## src/verilog/pcf_pkg.sv

```systemverilog
// package: offsets, field layout, sense codes and access carriers
package pcf_pkg;

  // data-space offsets of the registers held here
  localparam logic [15:0] PCF_OFS_PC_FLAGS  = 16'h003B;
  localparam logic [15:0] PCF_OFS_EXT_FLAGS = 16'h003C;
  localparam logic [15:0] PCF_OFS_GRP_EN    = 16'h0068;
  localparam logic [15:0] PCF_OFS_MASK0     = 16'h006B;
  localparam logic [15:0] PCF_OFS_MASK1     = 16'h006C;
  localparam logic [15:0] PCF_OFS_MASK2     = 16'h006D;
  localparam logic [15:0] PCF_OFS_MASK3     = 16'h0073;

  // short i/o space: offset below data space, and its top
  localparam logic [15:0] PCF_IO_SHIFT      = 16'h0020;
  localparam logic [5:0]  PCF_IO_TOP        = 6'h3F;
  localparam logic [15:0] PCF_EXT_IO_BASE   = 16'h0060;

  // widths and counts
  localparam int          PCF_GROUPS        = 4;
  localparam int          PCF_GRP_PINS      = 8;
  localparam int          PCF_PINS          = 32;
  localparam int          PCF_EXT           = 2;
  localparam int          PCF_SRCS          = 6;

  // bit positions inside the request vector
  localparam int          PCF_REQ_EXT0      = 0;
  localparam int          PCF_REQ_EXT1      = 1;
  localparam int          PCF_REQ_GRP0      = 2;

  // reset values
  localparam logic [7:0]  PCF_RST_BYTE      = 8'h00;
  localparam logic [3:0]  PCF_RST_NIB       = 4'h0;
  localparam logic [1:0]  PCF_RST_EXT       = 2'h0;

  // trigger selection of an external pin
  typedef enum logic [1:0] {
    PCF_SENSE_LOW  = 2'b00,
    PCF_SENSE_ANY  = 2'b01,
    PCF_SENSE_FALL = 2'b10,
    PCF_SENSE_RISE = 2'b11
  } pcf_sense_t;

  // data-space load/store access
  typedef struct packed {
    logic [15:0] addr;
    logic        we;
    logic        re;
    logic [7:0]  wdata;
  } pcf_ds_req_t;

  // short i/o instruction access
  typedef struct packed {
    logic [5:0] addr;
    logic       we;
    logic       re;
    logic [7:0] wdata;
  } pcf_io_req_t;

endpackage : pcf_pkg

```

## src/verilog/pcf_irq_flags.sv

```systemverilog
// external and pin-change interrupt flags with their registers
// Functional notes
// - a selected trigger on external pin one sets its flag
// - a selected trigger on external pin zero sets its flag
// - enabled external flag requests its vector; entry clears the flag
// - writing one clears a flag; writing zero leaves it
// - low-level sensing keeps the external flag cleared
// - group 3 covers sources 31..24, gated by its enable and global
// - group 2 covers sources 23..16, gated by its enable and global
// - group 1 covers sources 15..8, gated by its enable and global
// - group 0 covers sources 7..0, gated by its enable and global
// - change on an unmasked pin of group n sets flag bit n
// - enabled group flag requests its vector; entry clears the flag
// - mask group0 bits enable detection on pins 7..0
// - mask group1 bits enable detection on pins 15..8
// - mask group2 bits enable detection on pins 23..16
// - mask group3 bits enable detection on pins 31..24
// - low registers also answer short i/o at offset minus 0x20
// - extended registers from 0x60 answer data-space access only
// - pin-change flags answer short i/o at 0x1B
// - sense codes: 00 low, 01 any change, 10 falling, 11 rising
`timescale 1ns/100ps
`default_nettype none
module pcf_irq_flags
  import pcf_pkg::*;
(
  // clock and reset
  input  wire logic                     clk_i,
  input  wire logic                     rst_i,
  // pins
  input  wire logic [PCF_PINS-1:0]      pin_change_source_i,
  input  wire logic                     ext_irq_pin_zero_i,
  input  wire logic                     ext_irq_pin_one_i,
  // settings held by neighbouring logic
  input  wire logic                     gie_i,
  input  wire logic [PCF_EXT-1:0]       ext_irq_enable_i,
  input  wire logic [1:0]               sense_control_zero_i,
  input  wire logic [1:0]               sense_control_one_i,
  // core register accesses
  input  wire pcf_ds_req_t              ds_req_i,
  input  wire pcf_io_req_t              io_req_i,
  output logic      [7:0]               rdata_o,
  // vectored requests and handler entry
  output logic      [PCF_SRCS-1:0]      irq_req_o,
  input  wire logic [PCF_SRCS-1:0]      irq_ack_i
);

  logic [PCF_PINS-1:0]     pc_lvl;
  logic [PCF_PINS-1:0]     pc_prv;
  logic [PCF_EXT-1:0]      ex_lvl;
  logic [PCF_EXT-1:0]      ex_prv;
  logic [PCF_GROUPS-1:0]   pc_flags;
  logic [PCF_EXT-1:0]      ext_flags;
  logic [PCF_GROUPS-1:0]   grp_en;
  logic [7:0]              mask [PCF_GROUPS];
  logic [PCF_GROUPS-1:0]   pc_set;
  logic [PCF_EXT-1:0]      ex_set;
  logic [PCF_EXT-1:0]      ex_low;
  logic [PCF_EXT-1:0]      ex_lvl_req;
  logic [15:0]             acc_addr;
  logic                    acc_we;
  logic                    acc_re;
  logic [7:0]              acc_wdata;
  logic [PCF_GROUPS-1:0]   pc_clr;
  logic [PCF_EXT-1:0]      ex_clr;
  logic [1:0]              sense [PCF_EXT];

  assign sense[0] = sense_control_zero_i;
  assign sense[1] = sense_control_one_i;

  // pin synchronisers: all 32 sources in one bank
  pcf_sync_edge #(.WIDTH(PCF_PINS)) u_pc_sync (
    .clk_i   (clk_i),
    .rst_i   (rst_i),
    .pin_i   (pin_change_source_i),
    .level_o (pc_lvl),
    .prev_o  (pc_prv)
  );

  // external pins share the same synchroniser style
  pcf_sync_edge #(.WIDTH(PCF_EXT)) u_ex_sync (
    .clk_i   (clk_i),
    .rst_i   (rst_i),
    .pin_i   ({ext_irq_pin_one_i, ext_irq_pin_zero_i}),
    .level_o (ex_lvl),
    .prev_o  (ex_prv)
  );

  // merge the two access paths; short i/o is lifted by the shift
  always_comb begin
    if (io_req_i.we || io_req_i.re) begin
      acc_addr  = {10'h000, io_req_i.addr} + PCF_IO_SHIFT;
      acc_we    = io_req_i.we;
      acc_re    = io_req_i.re;
      acc_wdata = io_req_i.wdata;
    end else begin
      acc_addr  = ds_req_i.addr;
      acc_we    = ds_req_i.we;
      acc_re    = ds_req_i.re;
      acc_wdata = ds_req_i.wdata;
    end
  end
  // short i/o tops out at 0x5F, so the block from 0x60 is data-only

  // per-group detection: unmasked change in the group sets the flag
  generate
    for (genvar g = 0; g < PCF_GROUPS; g++) begin : g_grp
      assign pc_set[g] = |((pc_lvl[g*PCF_GRP_PINS +: PCF_GRP_PINS]
                            ^ pc_prv[g*PCF_GRP_PINS +: PCF_GRP_PINS])
                           & mask[g]);
      assign irq_req_o[PCF_REQ_GRP0+g] = pc_flags[g] & grp_en[g]
                                         & gie_i;
    end
  endgenerate

  // per-pin external triggers by sense code
  generate
    for (genvar e = 0; e < PCF_EXT; e++) begin : g_ext
      always_comb begin
        unique case (pcf_sense_t'(sense[e]))
          PCF_SENSE_LOW:  ex_set[e] = 1'b0;
          PCF_SENSE_ANY:  ex_set[e] = ex_lvl[e] ^ ex_prv[e];
          PCF_SENSE_FALL: ex_set[e] = ex_prv[e] & ~ex_lvl[e];
          PCF_SENSE_RISE: ex_set[e] = ex_lvl[e] & ~ex_prv[e];
        endcase
      end
      assign ex_low[e]     = (sense[e] == PCF_SENSE_LOW);
      // level mode asks directly from the pin, not from the flag
      assign ex_lvl_req[e] = ex_low[e] & ~ex_lvl[e];
      assign irq_req_o[e]  = (ext_flags[e] | ex_lvl_req[e])
                             & ext_irq_enable_i[e] & gie_i;
    end
  endgenerate

  // clear sources: write-one and handler entry
  assign pc_clr = ((acc_we && acc_addr == PCF_OFS_PC_FLAGS)
                   ? acc_wdata[PCF_GROUPS-1:0] : PCF_RST_NIB)
                  | irq_ack_i[PCF_SRCS-1:PCF_REQ_GRP0];
  assign ex_clr = ((acc_we && acc_addr == PCF_OFS_EXT_FLAGS)
                   ? acc_wdata[PCF_EXT-1:0] : PCF_RST_EXT)
                  | irq_ack_i[PCF_REQ_EXT1:PCF_REQ_EXT0];

  // pin-change flags; a set in the clearing cycle survives
  always_ff @(posedge clk_i) begin
    if (rst_i) begin
      pc_flags <= PCF_RST_NIB;
    end else begin
      pc_flags <= (pc_flags & ~pc_clr) | pc_set;
    end
  end

  // external flags; level sensing pins them low
  always_ff @(posedge clk_i) begin
    if (rst_i) begin
      ext_flags <= PCF_RST_EXT;
    end else begin
      ext_flags <= ((ext_flags & ~ex_clr) | ex_set)
                   & ~ex_low;
    end
  end

  // enable and mask registers, data-space only above 0x60
  always_ff @(posedge clk_i) begin
    if (rst_i) begin
      grp_en <= PCF_RST_NIB;
      for (int i = 0; i < PCF_GROUPS; i++) begin
        mask[i] <= PCF_RST_BYTE;
      end
    end else if (acc_we) begin
      unique case (acc_addr)
        PCF_OFS_GRP_EN: grp_en  <= acc_wdata[PCF_GROUPS-1:0];
        PCF_OFS_MASK0:  mask[0] <= acc_wdata;
        PCF_OFS_MASK1:  mask[1] <= acc_wdata;
        PCF_OFS_MASK2:  mask[2] <= acc_wdata;
        PCF_OFS_MASK3:  mask[3] <= acc_wdata;
        default: ;
      endcase
    end
  end

  // read data registered; unmapped offsets read zero
  always_ff @(posedge clk_i) begin
    if (rst_i) begin
      rdata_o <= PCF_RST_BYTE;
    end else if (acc_re) begin
      unique case (acc_addr)
        PCF_OFS_PC_FLAGS:  rdata_o <= {4'h0, pc_flags};
        PCF_OFS_EXT_FLAGS: rdata_o <= {6'h00, ext_flags};
        PCF_OFS_GRP_EN:    rdata_o <= {4'h0, grp_en};
        PCF_OFS_MASK0:     rdata_o <= mask[0];
        PCF_OFS_MASK1:     rdata_o <= mask[1];
        PCF_OFS_MASK2:     rdata_o <= mask[2];
        PCF_OFS_MASK3:     rdata_o <= mask[3];
        default:           rdata_o <= PCF_RST_BYTE;
      endcase
    end
  end
endmodule : pcf_irq_flags
`default_nettype wire

```

## src/verilog/pcf_sync_edge.sv

```systemverilog
// two-stage pin synchroniser with a previous-value stage
`timescale 1ns/100ps
`default_nettype none
module pcf_sync_edge #(
  parameter int WIDTH = 8
) (
  // clock and reset
  input  wire logic             clk_i,
  input  wire logic             rst_i,
  // raw pins
  input  wire logic [WIDTH-1:0] pin_i,
  // synchronised level and its previous value
  output logic      [WIDTH-1:0] level_o,
  output logic      [WIDTH-1:0] prev_o
);

  logic [WIDTH-1:0] meta;

  // first stage is read by the second stage only
  always_ff @(posedge clk_i) begin
    if (rst_i) begin
      meta    <= '0;
      level_o <= '0;
      prev_o  <= '0;
    end else begin
      meta    <= pin_i;
      level_o <= meta;
      prev_o  <= level_o; // change seen as level vs prev
    end
  end

endmodule : pcf_sync_edge
`default_nettype wire
```

## config.mk

```make
export PLATFORM = sky130hd
export DESIGN_NAME = pcf_irq_flags
export DESIGN_NICKNAME = d
export VERILOG_FILES = /design/src/verilog/pcf_pkg.sv /design/src/verilog/pcf_irq_flags.sv /design/src/verilog/pcf_sync_edge.sv
export SDC_FILE = /design/constraint.sdc
export NUM_CORES = 1
export LEC_CHECK = 0
export BUFFER_PORTS_ARGS = -buffer_cell sky130_fd_sc_hd__buf_2
export CORE_ASPECT_RATIO = 0.75
export CORE_MARGIN = 3
export CORE_UTILIZATION = 30
export CTS_CLUSTER_DIAMETER = 150
export DETAILED_ROUTE_END_ITERATION = 8
export GPL_ROUTABILITY_DRIVEN = 0
export GPL_TIMING_DRIVEN = 0
export PLACE_DENSITY_LB_ADDON = 0.12
export SLEW_MARGIN = 20
export SYNTH_ARGS = -nofsm -noshare
export SYNTH_HDL_FRONTEND = slang
export SYNTH_SLANG_ARGS = --single-unit
export TNS_END_PERCENT = 100
```

## constraint.sdc

```tcl
create_clock -name clk_i -period 2.6 [get_ports clk_i]
set_clock_uncertainty 0.05 [all_clocks]
set_input_delay 0.65 -clock clk_i [delete_from_list [all_inputs] [get_ports clk_i]]
set_output_delay 0.65 -clock clk_i [all_outputs]
set_load 0.01 [all_outputs]
```

After elaboration in Yosys (flattened, before gate mapping)
Memories as Yosys holds them, arrays and structs flattened.
Cells that the tools add are included.
- logic and storage cells: 114
- bits in writable memories: 32
- output and inout bits: 14
- register bits: 120
- memories: 1
- memory list (memory ; depth ; bits a word ; rd ports ; clocked after memory_dff ; wr ports ; RTL line ; source):
    mask ; 4 ; 8 ; 4 ; 0 ; 4 ; pcf_irq_flags.sv:55 ; logic [7:0] mask [PCF_GROUPS];
- reduce and logical (&&, ||, !) cells: 10
- add/subtract/negate cells: 1
- equality and inequality tests: 13
- multiplexer cells: 31
- bitwise logic cells: 48
- operator list (kind ; number):
    16-bit by 7-bit == test with 1-bit output (second input constant) ; 5
    8-bit case mux with 7 select lines ; 1
    8-bit 2-to-1 mux ; 5
    8-bit AND ; 4
    16-bit by 6-bit == test with 1-bit output (second input constant) ; 2
    8-bit OR reduction ; 4
    8-bit bitwise XOR ; 4
    1-bit 2-to-1 mux ; 20
    1-bit AND ; 18
    16-bit 2-to-1 mux ; 1
    2-bit == test (second input constant) ; 4
    4-bit OR ; 2
    1-bit case mux with 4 select lines ; 2
    6-bit by 6-bit adder with 7-bit output (second input constant) ; 1
    1-bit OR ; 6
    2-bit AND ; 2
    4-bit AND ; 1
    2-bit by 1-bit == test with 1-bit output (second input constant) ; 2
    2-bit logical NOT ; 2
    4-bit 2-to-1 mux ; 1
    1-bit inverter ; 4
    2-bit inverter ; 2
    4-bit inverter ; 1
    2-bit OR ; 2
    5 further kinds ; 7

Longest topological paths before layout
- word-level depth: 10
- gate-level depth with buffers: 8
- depth with buffers taken out: 6

By module
A second synthesis with hierarchy kept.
- cells, all modules: 509
- area total of the unflattened synthesis: 5794.3 µm²
- by module, submodules not included (module ; seq. area each (µm²) ; cells an instance ; area each (µm²) ; instances):
    pcf_irq_flags ; 1321.3 ; 295 ; 3036.7 ; 1
    pcf_sync_edge at u_pc_sync ; 1921.8 ; 202 ; 2600.0 ; 1
    pcf_sync_edge at u_ex_sync ; 120.1 ; 12 ; 157.7 ; 1

Least setup slack after synthesis
OpenSTA, ideal clock, no wires.
- path type: in2reg
- start point: input port io_req_i[8] (netlist name)
- end point: memory mask[2][0], enable pin
- buffers on the path: 2
- cell stages on the path: 6
- data required time: 2.224 ns
- slack: -0.112 ns
- arrival time: 2.337 ns
- library setup time: 0.326 ns
- cells stage by stage: or4b_1 > clkbuf_1 > or2_1 > buf_2 > a211oi_4 > a21o_1
- RTL lines (element ; RTL line ; source):
    from (decl) ; pcf_irq_flags.sv:41 ; input wire pcf_io_req_t io_req_i,
    to (decl) ; pcf_irq_flags.sv:55 ;

Worst setup path in the final report
- start point: input port io_req_i[8] (netlist name)
- end point: register rdata_o[5]
- cells in the longest elaborated chain, start to end: 4
- RTL lines (element ; RTL line ; source):
    1-bit logical OR ; pcf_irq_flags.sv:91 ; if (io_req_i.we || io_req_i.re) begin
    16-bit 2-to-1 mux ; pcf_irq_flags.sv:91 ;
    16-bit by 7-bit == test with 1-bit output / 16-bit by 6-bit == test with 1-bit output (equally long branches) ; pcf_irq_flags.sv:186 ; unique case (acc_addr)
    8-bit case mux with 7 select lines ; pcf_irq_flags.sv:186 ;
    to (signal assigned) ; pcf_irq_flags.sv:187 ; PCF_OFS_PC_FLAGS: rdata_o <= {4'h0, pc_flags};
    to (signal assigned) ; pcf_irq_flags.sv:188 ; PCF_OFS_EXT_FLAGS: rdata_o <= {6'h00, ext_flags};
    to (signal assigned) ; pcf_irq_flags.sv:189 ; PCF_OFS_GRP_EN: rdata_o <= {4'h0, grp_en};
    to (decl) ; pcf_irq_flags.sv:42 ; output logic [7:0] rdata_o,
Parallel ways exist; a longest one is shown, timed or not.
A chain may end at the register's enable or synchronous reset.

==> results.json <==
{
  "antenna_found_initial": 0,
  "grt_pass1_wl_um": 23290,
  "ff2ff_setup_slack_ns": 1.22,
  "synthArstFlopShare_pct": 0,
  "core_um2": 18670,
  "drc": 0,
  "synth_top_area_cell": "dfxtp_1",
  "power.share.sequential_pct": 48.3,
  "layout_min_cycle_time_ns": 2.463,
  "dr_total_vias": 4280,
  "slew_headroom_pct": 32.33,
  "place_ws_ns": -0.7161,
  "clockBufferDepth": 2,
  "io_pins": 105,
  "tightestPinTransition_ns": 0.9869,
  "synth_top_area_share_pct": 41.65,
  "cts_buffers": 17,
  "grt-ovfl-total": 0,
  "vdd.ir_drop.worst_mv": 0.3882,
  "synth_area_leaders": "dfxtp_1, edfxtp_1, nor2b_1",
  "crit_required_ns": 2.91,
  "clk_pin_slew_ns": 0.06,
  "fp.dieArea_um2": 20940,
  "clockRootBuffer": "clkbuf_16",
  "setup_violations": 0,
  "pwr-share-clk_pct": 45.3,
  "antenna_cells": 0,
  "clkLatencyLatePin_ns": 0.41,
  "p_sw_uw": 1146,
  "final_core_utilization_pct": 38.99,
  "rsz0062_at_grt": "no",
  "layout_common_cells": "dfxtp_1, nor2b_1, buf_2, nor2_1",
  "vias_per_cell": 4.745,
  "final_cell_area_um2": 7278,
  "power.density_nw_per_um2": 729.2,
  "period_share_pct": 94.72,
  "tns_ns": 0,
  "synth_nets": 614,
  "die-width_um": 166.1,
  "final_layout_size_suffix_gt1_share_pct": 23.82,
  "first_global_vias": 4232,
  "avgRoutedWirePerCell_um": 16.53,
  "synthCells": 519,
  "p_int_uw": 4162,
  "synth-edff-count": 32,
  "hold_class": "register to register",
  "swShare_pct": 21.58,
  "dp_hpwl_um": 11380,
  "slew_violations": 0,
  "clkSinkCount": 152,
  "power_frac_comb_pct": 6.4,
  "critPathMaxFanout": 7,
  "synth_ff_type": "dfxtp_1",
  "grt.total_usage_pct": 14.46,
  "crit_path_end_kind": "register",
  "dr.pass1.iters": 7,
  "synth_seq_area_share_pct": 58.31,
  "die_height_um": 126.1,
  "layout_setup_ws_ns": 0.1374,
  "ant_nets": 0,
  "critPathLaunchType": "input pin",
  "final_nets": 740,
  "row_count": 43,
  "synth_area_per_cell_um2": 11.11,
  "drt_first_iter_violations": 341,
  "fin_cells": 902,
  "final_common_cell": "dfxtp_1",
  "synth_seq_cells": 152,
  "placed_cell_area_um2": 6613,
  "p_leak_uw": 0.003088,
  "syn_area_um2": 5768,
  "syn_to_final_growth_pct": 26.18,
  "wl_um": 14910,
  "start_util_pct": 30.90,
  "maxCapViolations": 0,
  "dp_cells": 870,
  "status": "complete, no violations",
  "yosysWarnings": 0,
  "cts_tree": "done",
  "io_buffer_count": 104,
  "cp.arrival_ns": 2.77,
  "hold_viol_final": 0,
  "critical_path_class": "input pin to register",
  "max_clock_freq_mhz": 406.1,
  "synth_cell_type_count": 50,
  "cts_htree_levels": 4,
  "grt_max_degree": 17
}
[final cells by class]
class	count	area, µm²
inverters	6	22.52
plain buffers	17	67.56
repair buffers	108	563.0
fillers	1857	11390
clock inverters	5	57.56
clock buffers	24	525.5
well taps	247	309.0
flip-flops and latches	152	3363
multi-input cells	343	2370
[power by group through the flow]
stage / Clock (µW) / Sequential, µW / Combinational, µW
floorplan: 0 / 2590 / 191
CTS: 2460 / 2560 / 343
finish: 2400 / 2560 / 341
global placement: 0 / 2610 / 334
detailed placement: 0 / 2610 / 340
global route: 2560 / 2570 / 382
[worst max-delay path: stages]
cell and delay [ns]:
buf_2 0.15, or4b_4 0.59, or2_1 0.24, buf_2 0.17, nor3_4 0.32, buf_4 0.20
a222oi_1 0.08, nand2_1 0.21, a22o_1 0.15
[final timing paths]
kind / start / endpoint / cells past startpoint
min reg2reg: u_pc_sync.meta[29] / u_pc_sync.level_o[29] / 1
min: u_pc_sync.meta[29] / u_pc_sync.level_o[29] / 1
max: io_req_i[8] / rdata_o[5] / 9
max reg2reg: mask[0][1] / rdata_o[1] / 4
[kinds of logic after synthesis]
| kind of cell | synth area share [%] |
|---|---|
| multiplexers | 1.735 |
| XOR/XNOR | 4.859 |
| AO/OA/AOI/OAI | 11.06 |
| adder cells (fa/ha/maj) | 0.8677 |
| AND/OR/NAND/NOR | 21.54 |
| buffers and inverters | 1.627 |
| flip-flops | 58.31 |
[synth_stat cells (6+ instances only)]
| master | count |
|---|---|
| nand3_1 | 8 |
| a22o_1 | 20 |
| nor2b_1 | 108 |
| edfxtp_1 | 32 |
| mux2i_1 | 10 |
| nor2_1 | 45 |
| inv_1 | 6 |
| xor2_1 | 32 |
| clkbuf_1 | 14 |
| a222oi_1 | 6 |
| a221oi_1 | 8 |
| dfxtp_1 | 120 |
| nor3_1 | 9 |
| nand2_1 | 19 |
[metal layers]
| metal | track usage (%) | share of wire, % |
|---|---|---|
| met5 | 0 | 0 |
| met4 | 4.645 | 1.6 |
| met3 | 4.267 | 6.9 |
| met2 | 20.65 | 42 |
| met1 | 20.95 | 50 |
[stage by stage]
| stage | hold WS, ns | power [µW] |
|---|---|---|
| floorplan | 0.3638 | 2779 |
| global placement | 0.3730 | 2945 |
| detailed placement | 0.3739 | 2953 |
| CTS | 0.3740 | 5368 |
| global route | 0.3834 | 5517 |
| finish | 0.3830 | 5307 |
[sequential cells by signal (all words and copies together), names as in the netlist]
| name | flops |
|---|---|
| pc_flags | 4 |
| rdata_o | 8 |
| mask | 32 |
| u_pc_sync.level_o | 32 |
| u_ex_sync.level_o | 2 |
| u_ex_sync.meta | 2 |
| u_pc_sync.prev_o | 32 |
| u_pc_sync.meta | 32 |
| ext_flags | 2 |
| u_ex_sync.prev_o | 2 |
| grp_en | 4 |
[timing repair]
| item | in CTS | in global routing |
|---|---|---|
| pin swaps | 2 | 2 |
| setup endpoints to repair | 48 | 53 |
| gates resized for setup | 3 | 5 |
| buffers inserted | 1 | 3 |
| hold buffers | 0 | 0 |
No activity file was read; power rests on OpenSTA's default activity.
